[src/logic/gii_pkg.sv]
// Constants and types for the instrument-side GPIB function logic.
// Assumes a single 10 MHz clock and bus lines already synchronised.
package gii_pkg;
    localparam int unsigned CLK_HZ      = 10_000_000;
    localparam int unsigned FIFO_W      = 8;
    localparam int unsigned FIFO_D      = 32;
    // Bus settle time before DAV, ns, rounded up to cycles
    localparam int unsigned SETTLE_NS   = 2000;
    localparam int unsigned SETTLE_CYC  =
        (SETTLE_NS * (CLK_HZ / 1_000_000) + 999) / 1000;
    // Listen indicator pulse in talk-only mode, ms
    localparam int unsigned BLINK_MS    = 100;
    localparam int unsigned BLINK_CYC   = BLINK_MS * (CLK_HZ / 1000);
    localparam logic [4:0]  ADDR_DFLT   = 5'h06;
    localparam logic [4:0]  ADDR_CTRL   = 5'h00;
    // Status byte bit positions
    localparam int unsigned STB_RQS     = 6;
    localparam int unsigned STB_MAV     = 3;
    // Command byte groups, masked with GRP_MASK
    localparam logic [7:0]  GRP_MASK    = 8'h60;
    localparam logic [7:0]  GRP_LAG     = 8'h20;
    localparam logic [7:0]  GRP_TAG     = 8'h40;
    localparam logic [7:0]  GRP_SCG     = 8'h60;
    localparam logic [7:0]  ADR_MASK    = 8'h1F;
    localparam logic [7:0]  CMD_UNL     = 8'h3F;
    localparam logic [7:0]  CMD_UNT     = 8'h5F;
    localparam logic [7:0]  CMD_GTL     = 8'h01;
    localparam logic [7:0]  CMD_SDC     = 8'h04;
    localparam logic [7:0]  CMD_GET     = 8'h08;
    localparam logic [7:0]  CMD_LLO     = 8'h11;
    localparam logic [7:0]  CMD_DCL     = 8'h14;
    localparam logic [7:0]  CMD_SPE     = 8'h18;
    localparam logic [7:0]  CMD_SPD     = 8'h19;
    localparam logic [7:0]  CMD_MASK7   = 8'h7F;

    typedef enum logic [1:0]
    {
        GII_AH_IDLE = 2'b00,
        GII_AH_RDY  = 2'b01,
        GII_AH_ACPT = 2'b11,
        GII_AH_WAIT = 2'b10
    } gii_ah_t;

    typedef enum logic [1:0]
    {
        GII_SH_IDLE = 2'b00,
        GII_SH_SET  = 2'b01,
        GII_SH_DAV  = 2'b11,
        GII_SH_REL  = 2'b10
    } gii_sh_t;
endpackage

[src/logic/gii_top.sv]
// Instrument-side GPIB function logic: handshakes, talker, listener,
// service request, remote/local, clear, trigger and indicators.
// Assumes bus inputs are synchronous, active high (true = asserted),
// and external open-collector drivers turn oe into a low line.
`timescale 1ns/1ps
module gii_top
(
    input  wire logic        clk,
    input  wire logic        rst_n,
    input  wire logic        ce,
    input  wire logic [7:0]  dip_sw,
    input  wire logic [7:0]  dio_i,
    output logic [7:0]       dio_o,
    output logic             dio_oe,
    input  wire logic        dav_i,
    output logic             dav_oe,
    input  wire logic        nrfd_i,
    output logic             nrfd_oe,
    input  wire logic        ndac_i,
    output logic             ndac_oe,
    input  wire logic        eoi_i,
    output logic             eoi_oe,
    output logic             srq_oe,
    input  wire logic        atn_i,
    input  wire logic        ifc_i,
    input  wire logic        ren_i,
    input  wire logic [7:0]  rd_data,
    input  wire logic        rd_last,
    input  wire logic        rd_valid,
    output logic             rd_ready,
    input  wire logic        button_i,
    input  wire logic        reading_done,
    input  wire logic        svc_req,
    output logic             meas_start,
    output logic             dev_clear,
    output logic [7:0]       rx_data,
    output logic             rx_valid,
    output logic             buttons_en,
    output logic             ind_remote,
    output logic             ind_listen,
    output logic             ind_talk,
    output logic             ind_lockout
);
    import gii_pkg::*;

    gii_ah_t     ah_r, ah_nxt;
    gii_sh_t     sh_r, sh_nxt;
    logic        ton_r, ton_nxt, cfg_r, cfg_nxt;
    logic [4:0]  addr_r, addr_nxt;
    logic        lad_r, lad_nxt, tad_r, tad_nxt, spm_r, spm_nxt;
    logic        rem_r, rem_nxt, llo_r, llo_nxt;
    logic        rqs_r, rqs_nxt, mav_r, mav_nxt;
    logic        stb_sent_r, stb_sent_nxt;
    logic [7:0]  rxd_r, rxd_nxt, txd_r, txd_nxt;
    logic        rxv_r, rxv_nxt, eoi_r, eoi_nxt;
    logic        meas_r, meas_nxt, clr_r, clr_nxt;
    logic        tgo_r, tgo_nxt, ah_off;
    logic [$clog2(SETTLE_CYC+1)-1:0] st_r, st_nxt;
    logic [$clog2(BLINK_CYC+1)-1:0]  bl_r, bl_nxt;
    logic        btn_r, btn_nxt;
    logic [7:0]  byte_in, cmd7;
    logic        got, f_ready, f_valid, f_last, f_pop, f_flush;
    logic [7:0]  f_data;
    logic [8:0]  f_word;

    // address: off switch adds its weight (4..8 = 16..1)
    logic [4:0] sw_addr;
    assign sw_addr = ~{dip_sw[3], dip_sw[4], dip_sw[5], dip_sw[6], dip_sw[7]};
    assign byte_in = dio_i;
    assign cmd7    = byte_in & CMD_MASK7;
    // byte taken when DAV seen while ready
    assign got     = (ah_r == GII_AH_RDY) && dav_i;
    assign ah_off  = (ah_nxt == GII_AH_IDLE) && tgo_nxt;

    // Readings queue; back-pressure reaches the measurement source
    gii_fifo #(.W(FIFO_W + 1), .D(FIFO_D)) u_fifo
    (
        .clk       (clk),
        .rst_n     (rst_n),
        .en        (ce),
        .flush     (f_flush),
        .in_data   ({rd_last, rd_data}),
        .in_valid  (rd_valid),
        .in_ready  (rd_ready),
        .out_data  (f_word),
        .out_valid (f_valid),
        .out_ready (f_pop)
    );
    assign f_ready = 1'b1;
    assign f_data  = f_word[7:0];
    assign f_last  = f_word[8];
    assign f_flush = clr_r || ifc_i;

    // Acceptor handshake
    always_comb
    begin
        ah_nxt = ah_r;
        // commands always accepted, data only when listening
        // data only while addressed to listen
        case (ah_r)
            GII_AH_IDLE: if (atn_i || lad_r) ah_nxt = GII_AH_RDY;
            GII_AH_RDY:
            begin
                if (dav_i) ah_nxt = GII_AH_ACPT;
                else if (!atn_i && !lad_r) ah_nxt = GII_AH_IDLE;
            end
            GII_AH_ACPT: ah_nxt = GII_AH_WAIT;
            // hold NDAC released until DAV drops
            GII_AH_WAIT: if (!dav_i) ah_nxt = GII_AH_IDLE;
            default: ah_nxt = GII_AH_IDLE;
        endcase
        if (ifc_i) ah_nxt = GII_AH_IDLE;
    end

    // Interface function state
    always_comb
    begin
        ton_nxt = ton_r;
        cfg_nxt = cfg_r;
        addr_nxt = addr_r;
        lad_nxt = lad_r;
        tad_nxt = tad_r;
        spm_nxt = spm_r;
        rem_nxt = rem_r;
        llo_nxt = llo_r;
        rqs_nxt = rqs_r;
        mav_nxt = mav_r;
        rxd_nxt = rxd_r;
        rxv_nxt = 1'b0;
        meas_nxt = 1'b0;
        clr_nxt = 1'b0;
        btn_nxt = button_i;
        bl_nxt = (bl_r != '0) ? bl_r - 1'b1 : bl_r;
        // switch sampled once after reset release
        if (!cfg_r)
        begin
            cfg_nxt = 1'b1;
            ton_nxt = !dip_sw[0];
            addr_nxt = sw_addr;
        end
        if (got && atn_i)
        begin
            if (byte_in[6:5] == GRP_LAG[6:5] && !ton_r)
            begin
                if (cmd7 == CMD_UNL) lad_nxt = 1'b0;
                else if (byte_in[4:0] == addr_r)
                begin
                    lad_nxt = 1'b1;
                    tad_nxt = 1'b0;
                    // remote when addressed with REN true
                    if (ren_i) rem_nxt = 1'b1;
                end
            end
            else if (byte_in[6:5] == GRP_TAG[6:5] && !ton_r)
            begin
                if (cmd7 == CMD_UNT) tad_nxt = 1'b0;
                else if (byte_in[4:0] == addr_r)
                begin
                    tad_nxt = 1'b1;
                    lad_nxt = 1'b0;
                    // reading requested, not a poll: clear done
                    if (!spm_r) mav_nxt = 1'b0;
                end
                else tad_nxt = 1'b0;
            end
            else if (byte_in[6:5] == 2'b00)
            begin
                // parallel poll commands fall through, unanswered
                case (cmd7)
                    CMD_LLO: if (ren_i) llo_nxt = 1'b1;
                    CMD_SPE: spm_nxt = 1'b1;
                    CMD_SPD: spm_nxt = 1'b0;
                    CMD_DCL: clr_nxt = 1'b1;
                    CMD_SDC: if (lad_r) clr_nxt = 1'b1;
                    CMD_GTL: if (lad_r) rem_nxt = 1'b0;
                    CMD_GET: if (lad_r) meas_nxt = 1'b1;
                    default: ;
                endcase
            end
        end
        if (got && !atn_i && lad_r)
        begin
            rxd_nxt = byte_in;
            rxv_nxt = 1'b1;
        end
        // button triggers a reading in talk-only
        if (ton_r && button_i && !btn_r) meas_nxt = 1'b1;
        // bit 3 on reading done, set beats clear
        if (reading_done)
        begin
            mav_nxt = 1'b1;
            if (ton_r) bl_nxt = BLINK_CYC[$bits(bl_r)-1:0];
        end
        // bit 6 cleared by serial poll, set wins
        if (stb_sent_r) rqs_nxt = 1'b0;
        if (svc_req) rqs_nxt = 1'b1;
        // lockout released only when REN drops or IFC is true
        if (!ren_i)
        begin
            rem_nxt = 1'b0;
            llo_nxt = 1'b0;
        end
        if (ifc_i)
        begin
            lad_nxt = 1'b0;
            tad_nxt = 1'b0;
            spm_nxt = 1'b0;
            rem_nxt = 1'b0;
            llo_nxt = 1'b0;
        end
    end

    // Source handshake and talker
    always_comb
    begin
        sh_nxt = sh_r;
        st_nxt = st_r;
        txd_nxt = txd_r;
        eoi_nxt = eoi_r;
        stb_sent_nxt = 1'b0;
        f_pop = 1'b0;
        // talk when addressed, or talk-only with a reading
        tgo_nxt = !atn_i && (ton_r || tad_r);
        case (sh_r)
            GII_SH_IDLE:
            begin
                if (tgo_r && spm_r && !ton_r)
                begin
                    txd_nxt = 8'h00;
                    txd_nxt[STB_RQS] = rqs_r;
                    txd_nxt[STB_MAV] = mav_r;
                    eoi_nxt = 1'b0;
                    sh_nxt = GII_SH_SET;
                    st_nxt = SETTLE_CYC[$bits(st_r)-1:0];
                    stb_sent_nxt = 1'b1;
                end
                else if (tgo_r && f_valid && f_ready)
                begin
                    txd_nxt = f_data;
                    eoi_nxt = f_last;
                    f_pop = 1'b1;
                    sh_nxt = GII_SH_SET;
                    st_nxt = SETTLE_CYC[$bits(st_r)-1:0];
                end
            end
            // data settles, then wait for all ready
            GII_SH_SET:
            begin
                if (st_r != '0) st_nxt = st_r - 1'b1;
                else if (!nrfd_i) sh_nxt = GII_SH_DAV;
            end
            GII_SH_DAV: if (!ndac_i) sh_nxt = GII_SH_REL;
            GII_SH_REL: sh_nxt = GII_SH_IDLE;
            default: sh_nxt = GII_SH_IDLE;
        endcase
        if (atn_i || ifc_i) sh_nxt = GII_SH_IDLE;
    end

    always_ff @(posedge clk)
    begin
        if (!rst_n)
        begin
            ah_r <= GII_AH_IDLE;
            sh_r <= GII_SH_IDLE;
            ton_r <= 1'b0;
            cfg_r <= 1'b0;
            addr_r <= ADDR_DFLT;
            lad_r <= 1'b0;
            tad_r <= 1'b0;
            spm_r <= 1'b0;
            rem_r <= 1'b0;
            llo_r <= 1'b0;
            rqs_r <= 1'b0;
            mav_r <= 1'b0;
            stb_sent_r <= 1'b0;
            rxd_r <= 8'h00;
            txd_r <= 8'h00;
            rxv_r <= 1'b0;
            eoi_r <= 1'b0;
            meas_r <= 1'b0;
            clr_r <= 1'b0;
            tgo_r <= 1'b0;
            st_r <= '0;
            bl_r <= '0;
            btn_r <= 1'b0;
        end
        else if (ce)
        begin
            ah_r <= ah_nxt;
            sh_r <= sh_nxt;
            ton_r <= ton_nxt;
            cfg_r <= cfg_nxt;
            addr_r <= addr_nxt;
            lad_r <= lad_nxt;
            tad_r <= tad_nxt;
            spm_r <= spm_nxt;
            rem_r <= rem_nxt;
            llo_r <= llo_nxt;
            rqs_r <= rqs_nxt;
            mav_r <= mav_nxt;
            stb_sent_r <= stb_sent_nxt;
            rxd_r <= rxd_nxt;
            txd_r <= txd_nxt;
            rxv_r <= rxv_nxt;
            eoi_r <= eoi_nxt;
            meas_r <= meas_nxt;
            clr_r <= clr_nxt;
            tgo_r <= tgo_nxt;
            st_r <= st_nxt;
            bl_r <= bl_nxt;
            btn_r <= btn_nxt;
        end
    end

    // Output registers; oe high means the line is pulled true
    always_ff @(posedge clk)
    begin
        if (!rst_n)
        begin
            dio_o <= 8'h00;
            dio_oe <= 1'b0;
            dav_oe <= 1'b0;
            nrfd_oe <= 1'b0;
            ndac_oe <= 1'b0;
            eoi_oe <= 1'b0;
            srq_oe <= 1'b0;
            meas_start <= 1'b0;
            dev_clear <= 1'b0;
            rx_data <= 8'h00;
            rx_valid <= 1'b0;
            buttons_en <= 1'b1;
            ind_remote <= 1'b0;
            ind_listen <= 1'b0;
            ind_talk <= 1'b0;
            ind_lockout <= 1'b0;
        end
        else if (ce)
        begin
            // data driven only by the source handshake
            dio_o <= txd_nxt;
            dio_oe <= sh_nxt != GII_SH_IDLE;
            // DAV true only in the valid state
            dav_oe <= sh_nxt == GII_SH_DAV;
            eoi_oe <= (sh_nxt != GII_SH_IDLE) && eoi_nxt;
            // NRFD held unless ready, NDAC until accepted
            // idle acceptor lets go while talking, else own NRFD stalls
            nrfd_oe <= (ah_nxt != GII_AH_RDY) && !ah_off;
            ndac_oe <= (ah_nxt != GII_AH_WAIT) && (ah_nxt != GII_AH_ACPT)
                       && !ah_off;
            // SRQ line follows the pending request
            srq_oe <= rqs_nxt;
            meas_start <= meas_nxt;
            // clear pulse to the configuration store
            dev_clear <= clr_nxt;
            rx_data <= rxd_nxt;
            rx_valid <= rxv_nxt;
            buttons_en <= !llo_nxt;
            ind_remote <= rem_nxt;
            ind_listen <= lad_nxt || (bl_nxt != '0);
            ind_talk <= ton_nxt || tad_nxt;
            ind_lockout <= llo_nxt;
        end
    end
    // no ATN or IFC driver exists in this block
endmodule

[src/logic/gii_fifo.sv]
// Synchronous FIFO with valid/ready on both sides.
// Assumes one clock; en freezes all state.
`timescale 1ns/1ps
module gii_fifo
#(
    parameter int unsigned W = 8,
    parameter int unsigned D = 32
)
(
    input  wire logic         clk,
    input  wire logic         rst_n,
    input  wire logic         en,
    input  wire logic         flush,
    input  wire logic [W-1:0] in_data,
    input  wire logic         in_valid,
    output logic              in_ready,
    output logic [W-1:0]      out_data,
    output logic              out_valid,
    input  wire logic         out_ready
);
    localparam int unsigned AW = $clog2(D);
    logic [W-1:0] mem [D];
    logic [AW:0]  wp_r, wp_nxt, rp_r, rp_nxt;
    logic         push, pop;

    assign in_ready  = (wp_r - rp_r) != (AW+1)'(D);
    assign out_valid = wp_r != rp_r;
    assign out_data  = mem[rp_r[AW-1:0]];
    assign push      = in_valid && in_ready;
    assign pop       = out_valid && out_ready;

    always_comb
    begin
        wp_nxt = flush ? '0 : wp_r + (AW+1)'(push);
        rp_nxt = flush ? '0 : rp_r + (AW+1)'(pop);
    end

    always_ff @(posedge clk)
    begin
        if (!rst_n)
        begin
            wp_r <= '0;
            rp_r <= '0;
        end
        else if (en)
        begin
            wp_r <= wp_nxt;
            rp_r <= rp_nxt;
            if (push && !flush)
                mem[wp_r[AW-1:0]] <= in_data;
        end
    end
endmodule

[config.mk]
export PLATFORM = sky130hd
export DESIGN_NAME = gii_top
export DESIGN_NICKNAME = d
export VERILOG_FILES = /design/src/logic/gii_pkg.sv /design/src/logic/gii_top.sv /design/src/logic/gii_fifo.sv
export SDC_FILE = /design/constraint.sdc
export NUM_CORES = 1
export LEC_CHECK = 0
export ABC_AREA = 1
export BUFFER_PORTS_ARGS = -buffer_cell sky130_fd_sc_hd__clkbuf_2
export CAP_MARGIN = 10
export CORE_MARGIN = 8
export CORE_UTILIZATION = 58
export CTS_BUF_LIST = sky130_fd_sc_hd__clkbuf_4 sky130_fd_sc_hd__clkbuf_8
export DETAILED_ROUTE_END_ITERATION = 12
export PLACE_DENSITY_LB_ADDON = 0.12
export SLEW_MARGIN = 20
export SYNTH_ARGS = -nofsm -noshare
export SYNTH_HDL_FRONTEND = slang
export SYNTH_SLANG_ARGS = --single-unit
[constraint.sdc]
create_clock -name clk -period 2.35 [get_ports clk]
set_input_delay 0.1175 -clock clk [delete_from_list [all_inputs] [get_ports clk]]
set_output_delay 0.1175 -clock clk [all_outputs]
set_load 0.02 [all_outputs]
==> results of run 1 <==
## critical path, delay by kind of cell, from the launching register on
family	cells	cell delay, ns
xor+xnor	1	0.12
flops	1	0.34
buf+inv	6	0.74
fa+ha+maj	1	0.25
simple gates	9	0.75
## timing repair
item                                    in CTS  in global routing
hold endpoints to repair                    33                  0
cloned                                       1                 28
gates resized for setup                     21                158
setup buffers                                3                  4
hold buffers                                37                  0
pin swaps                                    6                 13
endpoints found under the setup margin       4                306
## power by group through the flow
stage               clock, mW  sequential, mW  combinational [mW]
detailed placement          0            7.57                1.98
CTS                      5.50            7.43                2.03
floorplan                   0            7.55                1.46
global route             5.79            7.45                2.30
global placement            0            7.57                1.94
finish                   5.44            7.43                2.07
## layout make-up
type	instances	area (µm²)	share of cell area [%]
inverter	117	447	2.23
timing repair buffer	229	2010	10.0
multi-input combinational	985	5430	27.1
tap	378	473	2.36
sequential	379	10500	52.4
clock buffer	85	1040	5.22
clock inverter	28	129	0.644
## metrics by stage
stage | area [µm²] | hold slack, ns
2_1_floorplan | 16400 | 0.208
3_3_place_gp | 17700 | 0.294
3_5_place_dp | 17700 | 0.299
4_1_cts | 19300 | 0.0115
5_1_grt | 20000 | 0.0514
6_report | 20000 | 0.0811
## sequential cells by signal, indices dropped and copies added (netlist names), 2 cells and up, named ones only
| name | count |
|---|---|
| st_r | 5 |
| addr_r | 5 |
| ah_r | 2 |
| bl_r | 20 |
| u_fifo.wp_r | 6 |
| dio_o | 8 |
| u_fifo.mem | 288 |
| u_fifo.rp_r | 6 |
| sh_r | 2 |
| rx_data | 8 |
## metal layers
| metal | wire length, µm | global-route usage, % | up-vias |
|---|---|---|---|
| met1 | 18800 | 35.2 | 6257 |
| met4 | 1390 | 9.62 | 2 |
| met2 | 21200 | 40.6 | 756 |
| li1 | - | - | 5989 |
| met5 | 12 | 0 | - |
| met3 | 4490 | 5.30 | 118 |
## logic make-up after synthesis
kind of cell	synth area share (%)
compound gates	13.3
xor+xnor	0.536
fa+ha+maj	0.996
buf+inv	4.91
flops	64.1
simple gates	16.1
## worst max path at each step
| stage | endpoint |
|---|---|
| 6_report | u_fifo.mem[31][7]$_DFFE_PP_ |
| 4_1_cts | u_fifo.mem[30][4]$_DFFE_PP_ |
| 3_3_place_gp | u_fifo.wp_r[4]$_SDFFE_PN0P_ |
| 5_1_grt | u_fifo.wp_r[5]$_SDFFE_PN0P_ |
| 3_5_place_dp | u_fifo.wp_r[4]$_SDFFE_PN0P_ |
| 2_1_floorplan | u_fifo.wp_r[4]$_SDFFE_PN0P_ |
## cell usage after synthesis, types with 3 or more instances
| library cell | instances | area share (%) |
|---|---|---|
| edfxtp_1 | 288 | 53 |
| buf_4 | 4 | 0.18 |
| clkbuf_1 | 41 | 0.94 |
| dfxtp_1 | 91 | 11 |
| nand3_2 | 5 | 0.31 |
| o21ai_0 | 193 | 5.9 |
| ha_1 | 13 | 1.0 |
| inv_2 | 6 | 0.14 |
| nand4_1 | 10 | 0.38 |
| nand2_1 | 156 | 3.6 |
| buf_2 | 25 | 0.77 |
| o221ai_1 | 49 | 2.6 |
| nor2_2 | 11 | 0.42 |
| o22ai_1 | 18 | 0.69 |
| nor3_1 | 11 | 0.34 |
| nand4_2 | 4 | 0.31 |
| nor2_1 | 269 | 6.2 |
| nand2_2 | 8 | 0.31 |
| xor2_1 | 5 | 0.27 |
| nor4_1 | 3 | 0.11 |
| inv_1 | 105 | 2.4 |
| buf_6 | 3 | 0.21 |
| o21ai_1 | 9 | 0.28 |
| a21oi_1 | 51 | 1.6 |
| clkinv_1 | 4 | 0.092 |
| o211ai_1 | 26 | 1.2 |
| xnor2_1 | 5 | 0.27 |
| nand3_1 | 107 | 3.3 |
==> impl_results.md, run 1 <==
* I/O Pins at 70
* EDFF count, synth at about 290
* Sequential share of the synthesized area at 64.1%
* Worst EP arrival at about 2.8 ns
* Fin crit share at 106%
* Clk_lat worst skew at about 0.6 ns
* Worst-Margin Slew at ~0.91 ns
* # nets final at 1824
* FMAX at approximately 400 MHz
* FF-to-FF path depth at 17
* Failing checks: setup timing
* Placed cells at slightly above 2k
* Post-Route WL at 45900 µm
* Clock transition at the registers of the reported paths at roughly 0.060 ns
* Leakage at approximately 7.5 nW
* Num CTS Buffers at 60
* Antenna cells at 0
* Initial antenna violation count at 1
* Crit-path max FO at 5
* Pwr Density at between 700 and 800 mW/mm²
* Setup Skew at roughly 0.018 ns
* Hold crit path type: primary input to flip-flop
* Max cap viols at 0
* Crit. Startpoint: u_fifo.rp_r[1]$_SDFFE_PN0P_
* Final std cells w/o fill at approximately 2.2k
* Routed Antenna Nets at 0
* Post-Syn Area at around 0.016 mm²
* Fin Setup TNS at -14.51 ns
* R2R Path End: u_fifo.mem[31][7]$_DFFE_PP_
* YS warnings at 0
* Pre-antenna DRT Iters at 5
* Clock buffer depth at 3
* Syn_nets at 1609
* Reg power frac at around half
* Root Driver: clkbuf_8
* Fin crit period at about 2.5 ns
* Sw frac at a little over a quarter
* Slew HR at about two fifths
* Initial core utilization at 58.8%
* Fraction of layout cells with a size suffix above 1 at ~22%
* Critical path's slowest cell: dfxtp_2
* FF-to-FF setup slack at -0.14 ns
* Leading cell type in the layout, fill and taps excluded: edfxtp_1
* Post-synth cell types at between 50 and 60
* Die area at roughly 0.034 mm²
* Hold path depth at 5
* Max Slew Vio Count at 0
* Grt total ovfl at 0
* GRT Total Usage at about a quarter
* Synth async-reset ratio at 0%
* # fillers at around 2.0k
* #FFs+latches synth at roughly 380
* Row cnt at 61
* Internal power at 10.9 mW
* Vias per inst at between 5 and 6
* Hold Path Sink: sh_r[0]$_SDFFE_PN0P_
* Post-Place Worst Slack at -0.138 ns
* Global-route wire length before repair at approximately 68000 µm
* # setup viols final at between 200 and 300
* Post-DR wirelength/cell at roughly 21 µm
* Hold path startpoint: ndac_i
* Die Height at roughly 180 µm
* # clock sinks at around 380
* VDD IR max at around 0.00072 V
* Synth Area per Inst at about 10 µm²
* Post-Syn Instances at between 1.5k and 2k
* Status: finished with violations
* Dpl hpwl at between 20000 and 30000 µm
* Initial DRC count at roughly 1.9k
* Unrepaired setup endpoints after global routing: yes
* Core box area at 0.0278 mm²
* CP startpoint kind: flip-flop
* Pwr Total at ~15 mW
* Worst r2r src: u_fifo.rp_r[1]$_SDFFE_PN0P_
* Final weighted congestion in routability-driven placement at 0.889
* Post-synth top flop: edfxtp_1
* Vias in the first global route at approximately 12k
* TritonCTS clock tree: done
* Final core utilization at slightly above 70%
* Final worst slack at -0.142 ns
* Crit-path cells: inv_2 -> ha_4 -> nand2_4 -> nand2_2 -> nand2_2 -> nand2_2 -> nand2_2 -> nand2_2 -> buf_6 -> xnor2_4 -> nand4_4 -> buf_6 -> buf_6 -> nand4_1 -> buf_6 -> nor2_4 -> buf_6
* Largest stage delay on the critical path at 0.34 ns
* Via count at 13.1k
* Crit. End Element: flip-flop
* WS Path Type: flip-flop to flip-flop
* Pin count of the biggest net entering global routing at between 50 and 60
* Layout area overhead at 22.6%
* Comb pwr share at 13.8%
* Switching power at ~4 mW
* Chip Width at around 180 µm
* Commonest non-fill, non-tap cells in the layout: edfxtp_1 (288), nor2_1 (237), o21ai_0 (192)
* DRC at 0
* Required @ worst endpoint at roughly 2.7 ns
* Final Hold Fails at 0
* H-Tree Depth at 2
* Clock Power Share at approximately 36%
* PortBufs at 66
Power figures use the tool's default switching activity.
==> inputs of run 2 (changes only) <==
--- a/config.mk
+++ b/config.mk
@@ -13,6 +13,7 @@
 export CTS_BUF_LIST = sky130_fd_sc_hd__clkbuf_4 sky130_fd_sc_hd__clkbuf_8
 export DETAILED_ROUTE_END_ITERATION = 12
 export PLACE_DENSITY_LB_ADDON = 0.12
+export REMOVE_ABC_BUFFERS = 1
 export SLEW_MARGIN = 20
 export SYNTH_ARGS = -nofsm -noshare
 export SYNTH_HDL_FRONTEND = slang
==> constraint.sdc (replaced) <==
create_clock -name clk -period 2.1 [get_ports clk]
set_input_delay 0.105 -clock clk [delete_from_list [all_inputs] [get_ports clk]]
set_output_delay 0.105 -clock clk [all_outputs]
set_load 0.02 [all_outputs]
==> run 2 against run 1 <==
The run still ends with setup timing left. Setup slack got worse by 0.20 ns. Count of clock-buffer cells in the layout is 3 higher. Register-to-register slack got worse by 0.20 ns. First-iteration DRC count down 22%.
==> impl_results.md, run 2 (same netlist as run 1, synthesis figures left out) <==
* R2R Path End: u_fifo.mem[2][3]$_DFFE_PP_
* Fraction of layout cells with a size suffix above 1 at 26.4%
* Worst-Margin Slew at between 0.8 and 0.9 ns
* FF-to-FF path depth at 16
* Initial core utilization at 58.8%
* Pwr Total at 17.1 mW
* Hold Path Sink: sh_r[0]$_SDFFE_PN0P_
* Final weighted congestion in routability-driven placement at ~0.9
* Leading cell type in the layout, fill and taps excluded: edfxtp_1
* WS Path Type: flip-flop to flip-flop
* Root Driver: clkbuf_8
* Die Height at around 180 µm
* Required @ worst endpoint at ~2.4 ns
* Hold path depth at 5
* TritonCTS clock tree: done
* FF-to-FF setup slack at -0.34 ns
* Worst EP arrival at between 2 and 3 ns
* Die area at around 0.034 mm²
* Clk_lat worst skew at approximately 0.60 ns
* CP startpoint kind: flip-flop
* Crit. End Element: flip-flop
* Vias per inst at around 5.9
* Clock transition at the registers of the reported paths at roughly 0.06 ns
* Status: finished with violations
* Setup Skew at 0.0240 ns
* Chip Width at roughly 180 µm
* Grt total ovfl at 0
* Routed Antenna Nets at 0
* Fin crit share at 116%
* # nets final at 1852
* Worst r2r src: u_fifo.rp_r[1]$_SDFFE_PN0P_
* Initial antenna violation count at 0
* PortBufs at 66
* VDD IR max at roughly 0.00080 V
* Final core utilization at around three quarters
* FF/Latch Area at ~0.010 mm²
* Antenna cells at 0
* # setup viols final at around 320
* Final worst slack at -0.340 ns
* Post-Route WL at ~48000 µm
* H-Tree Depth at 2
* Num CTS Buffers at between 60 and 70
* Pwr Density at 830 mW/mm²
* FMAX at a little over 400 MHz
* I/O Pins at 70
* Hold path startpoint: ndac_i
* Commonest non-fill, non-tap cells in the layout: edfxtp_1 (288), nor2_1 (232), o21ai_0 (183)
* # clock sinks at about 380
* # fillers at about 1.9k
* Clock buffer depth at 3
* Initial DRC count at between 1k and 1.5k
* DRC at 0
* Slew HR at approximately 42%
* Post-Place Worst Slack at -0.618 ns
* Max FFs per register at 288
* Pre-antenna DRT Iters at 5
* Max cap viols at 0
* Crit-path max FO at 5
* Row cnt at 61
* Failing checks: setup timing
* Area occupied by multi-input gates at between 0.005 and 0.006 mm²
* Core box area at 0.0278 mm²
* Via count at approximately 13k
* Layout area overhead at 26.1%
* Global-route wire length before repair at 71200 µm
* Unrepaired setup endpoints after global routing: yes
* GRT Total Usage at a little over a quarter
* Post-DR wirelength/cell at approximately 21 µm
* Hold crit path type: primary input to flip-flop
* Final Hold Fails at 0
* Vias in the first global route at between 10k and 15k
* Fin crit period at around 2.4 ns
* Leakage at 7.67 nW
* Max Slew Vio Count at 0
* Dpl hpwl at about 29000 µm
* Pin count of the biggest net entering global routing at between 90 and 100
run 2: worst max-delay path by stage:
stage | from | endpoint | slack [ns] | cells after the start
floorplan | flip-flop | eoi_oe$_SDFFE_PN0P_ | -2.31 | 11
global placement | u_fifo.rp_r[1]$_SDFFE_PN0P_ | u_fifo.wp_r[4]$_SDFFE_PN0P_ | -0.50 | 16
detailed placement | u_fifo.rp_r[1]$_SDFFE_PN0P_ | u_fifo.wp_r[4]$_SDFFE_PN0P_ | -0.62 | 16
CTS | u_fifo.rp_r[1]$_SDFFE_PN0P_ | u_fifo.wp_r[5]$_SDFFE_PN0P_ | -0.29 | 20
global route | u_fifo.rp_r[1]$_SDFFE_PN0P_ | u_fifo.wp_r[5]$_SDFFE_PN0P_ | -0.47 | 20
finish | u_fifo.rp_r[1]$_SDFFE_PN0P_ | u_fifo.mem[2][3]$_DFFE_PP_ | -0.34 | 16
run 2: cell type report:
type	instances	area share (%)
Tap cell	378	2.30
Clock buffer	88	5.18
Inverter	117	2.19
Multi-Input combinational cell	986	27.8
Sequential cell	379	50.9
Timing Repair Buffer	255	10.9
Clock inverter	23	0.760
run 2: routing by layer:
metal | share of wire, % | global-route usage (%) | wire length [µm] | vias up
li1 | - | - | - | 6056
met1 | 40 | 34.9 | 19000 | 6308
met2 | 48 | 44.5 | 22900 | 728
met3 | 8.7 | 5.57 | 4180 | 140
met4 | 3.7 | 11.2 | 1770 | 0
met5 | 0 | 0 | 0 | -
run 2: repair_timing:
action	CTS	global route
setup buffers	7	8
endpoints found under the setup margin	313	323
gates resized for setup	195	116
pin swaps	18	45
cloned	26	3
hold buffers	26	0
hold endpoints to repair	33	0
run 2: power by group:
group | switching, mW | internal (mW)
clock network | 2.85 | 3.50
logic | 1.61 | 0.809
registers | 0.137 | 8.18
run 2: per-stage QoR:
stage	hold WS (ns)	cell area [µm²]	instances	setup TNS [ns]
floorplan	0.194	16000	1481	-116.90
global placement	0.282	17800	2045	-75.86
detailed placement	0.291	17800	2045	-96.83
CTS	0.000448	20100	2215	-64.75
global route	0.0636	20600	2226	-105.68
finish	0.0333	20600	2226	-79.65
run 2: worst max-delay path: stages, from the launching register on:
cell,delay (ns)
dfxtp_2,0.34
inv_2,0.05
ha_4,0.25
nand2_4,0.06
nand2_2,0.05
nand2_2,0.09
nand2_4,0.06
nand2_4,0.07
nand2_4,0.07
nand2_4,0.07
nand3b_1,0.12
nand4_4,0.14
buf_4,0.14
nand4_2,0.13
buf_6,0.19
nor2_4,0.15
buf_6,0.16
==> inputs of run 3 (changes only) <==
--- a/config.mk
+++ b/config.mk
@@ -14,6 +14,7 @@
 export DETAILED_ROUTE_END_ITERATION = 12
 export PLACE_DENSITY_LB_ADDON = 0.12
 export REMOVE_ABC_BUFFERS = 1
+export SKIP_LAST_GASP = 1
 export SLEW_MARGIN = 20
 export SYNTH_ARGS = -nofsm -noshare
 export SYNTH_HDL_FRONTEND = slang
==> run 3 against run 2 <==
The flow still finishes with violations (setup timing). Setup slack got worse by 0.041 ns. First-iteration DRC count down 4.0%. Total power hardly changed. Die area is the same. Count of clock-buffer cells in the layout is the same. Sequential power about the same. Hold slack worse by 0.0039 ns. Largest power group unchanged. Highest routed layer unchanged.
==> impl_results.md, run 3 (same netlist as run 1, synthesis figures left out) <==
* Status: finished with violations
* Failing checks: setup timing
* Layout area overhead at 26.3%
* GRT Max-Usage Layer: met2
* Crit-path cells: inv_2 -> ha_4 -> nand2_4 -> nand2_2 -> nand2_2 -> nand2_4 -> nand2_4 -> nand2_4 -> nand2_4 -> nand2_2 -> nand2_2 -> nand4_4 -> buf_6 -> buf_6 -> nand4_1 -> buf_4 -> nor2_4 -> buf_6
* GRT Total Usage at a little over a quarter
* Global-route wire length before repair at roughly 71000 µm
* CP startpoint kind: flip-flop
* Area occupied by multi-input gates at around 0.0057 mm²
* Fin crit period at roughly 2.5 ns
* Crit-path max FO at 5
* Leakage at a little under 8 nW
* Worst-Margin Slew at just under 0.9 ns
* Die area at about 0.034 mm²
* Required @ worst endpoint at 2.42 ns
* FF/Latch Area at 0.0105 mm²
* Dpl hpwl at slightly below 30000 µm
* Num CTS Buffers at 61
* Global routing met2 resource utilization at between 40% and 50%
* Worst Hold Slack at between 0.02 and 0.03 ns
* Crit. End Element: flip-flop
* Final worst slack at -0.382 ns
* DRC at 0
* Crit path buf inv count at 5
* Initial DRC count at approximately 1.4k
* Worst EP arrival at 2.80 ns
* Cell seen most often among critical-path stages: nand2_4
* Fraction of layout cells with a size suffix above 1 at 26.5%
* PortBufs at between 60 and 70
* Routed Antenna Nets at 0
* Pre-antenna DRT Iters at 6
* Global Route met1 Usage at about a third
* Post-DR wirelength/cell at 21.3 µm
* Chip Width at 184 µm
* Root Driver: clkbuf_8
* Max cap viols at 0
* I/O Pins at 70
* # clock sinks at 379
* FMAX at between 400 and 500 MHz
* Slew HR at between 40% and 50%
* Clk_lat worst skew at about 0.60 ns
* Pin count of the biggest net entering global routing at about 90
* H-Tree Depth at 2
* Met3 Usage GRT at under 10%
* WS Path Type: flip-flop to flip-flop
* Final Hold Fails at 0
* Leading cell type in the layout, fill and taps excluded: edfxtp_1
* Grt total ovfl at 0
* # nets final at around 1.9k
* Fin Setup TNS at -80.84 ns
* Pwr Density at 829 mW/mm²
* Initial core utilization at approximately three fifths
* Setup Skew at 0.0219 ns
* Core box area at 0.0278 mm²
* Max Slew Vio Count at 0
* Largest stage delay on the critical path at between 0.3 and 0.4 ns
* # setup viols final at ~320
* Vias in the first global route at ~13k
* VDD IR max at 0.000806 V
* TritonCTS clock tree: done
* Antenna cells at 0
* Row cnt at ~60
* Clock transition at the registers of the reported paths at about 0.06 ns
* Hold crit path type: primary input to flip-flop
* Commonest non-fill, non-tap cells in the layout: edfxtp_1 (288), nor2_1 (232), o21ai_0 (183)
* Die Height at ~180 µm
* Final std cells w/o fill at 2229
* Placed cells at just over 2k
* Fin crit share at 118%
* # fillers at 1915
* Vias per inst at 5.94
* Final weighted congestion in routability-driven placement at about 0.90
* Post-Route WL at between 40000 and 50000 µm
* Initial antenna violation count at 0
* Via count at between 10k and 15k
* Max FFs per register at 288
* Critical path's slowest cell: dfxtp_2
* Clock buffer depth at 3
* Crit-path leading delay family: simple AND/OR/NAND/NOR gates
* Unrepaired setup endpoints after global routing: yes
run 3: cell count changes in the layout (fill, tap and decap cells not counted), sizes merged:
cell	before	now
clkbuf	155	154
buf	162	166
run 3: final timing paths:
path                                             startpoint                           to  slack [ns]  cells after the start
worst min register to register           eoi_r$_SDFFE_PN0P_           eoi_r$_SDFFE_PN0P_        0.45                      2
worst max-delay path            u_fifo.rp_r[1]$_SDFFE_PN0P_  u_fifo.mem[30][5]$_DFFE_PP_       -0.38                     18
worst min-delay path                                 ndac_i         sh_r[0]$_SDFFE_PN0P_        0.03                      5
worst max register to register  u_fifo.rp_r[1]$_SDFFE_PN0P_  u_fifo.mem[30][5]$_DFFE_PP_       -0.38                     18
run 3: power by group:
group	switching (mW)	internal (mW)
Clock	2.85	3.50
Sequential	0.138	8.18
Combinational	1.61	0.808
run 3: area by class of cell:
cell class                      count  area share, %
Tap cell                          378           2.29
Clock inverter                     23          0.759
Inverter                          117           2.19
Multi-Input combinational cell    986           27.8
Timing Repair Buffer              258           11.0
Sequential cell                   379           50.8
Clock buffer                       88           5.18
run 3: per-stage QoR:
stage / utilization (%) / cell area [µm²] / power (mW) / worst slack (ns)
2_1_floorplan: - / 16000 / 10.0 / -2.31
3_3_place_gp: 64.0 / 17800 / 10.7 / -0.497
3_5_place_dp: 64.0 / 17800 / 10.7 / -0.618
4_1_cts: 72.0 / 20000 / 17.0 / -0.286
5_1_grt: 74.2 / 20600 / 17.7 / -0.466
6_report: 74.2 / 20600 / 17.1 / -0.382
run 3: tightest hold or removal path, delay by kind of cell:
family,cells,cell delay [ns]
AOI/OAI and AO/OA,2,0.20
and+or+nand+nor,2,0.16
buffers and inverters,1,0.09
run 3: timing repair:
item / in CTS / in global routing
gates cloned: 26 / 4
pin swaps: 18 / 46
gates resized for setup: 184 / 134
hold endpoints to repair: 33 / 0
hold buffers: 26 / 0
setup buffers: 7 / 10
setup endpoints to repair: 313 / 323
run 3: metal layers:
| layer | vias to the layer above | share of wire [%] |
|---|---|---|
| met4 | 0 | 3.9 |
| met5 | - | 0 |
| met3 | 158 | 9.6 |
| met2 | 771 | 47 |
| li1 | 6054 | - |
| met1 | 6268 | 39 |
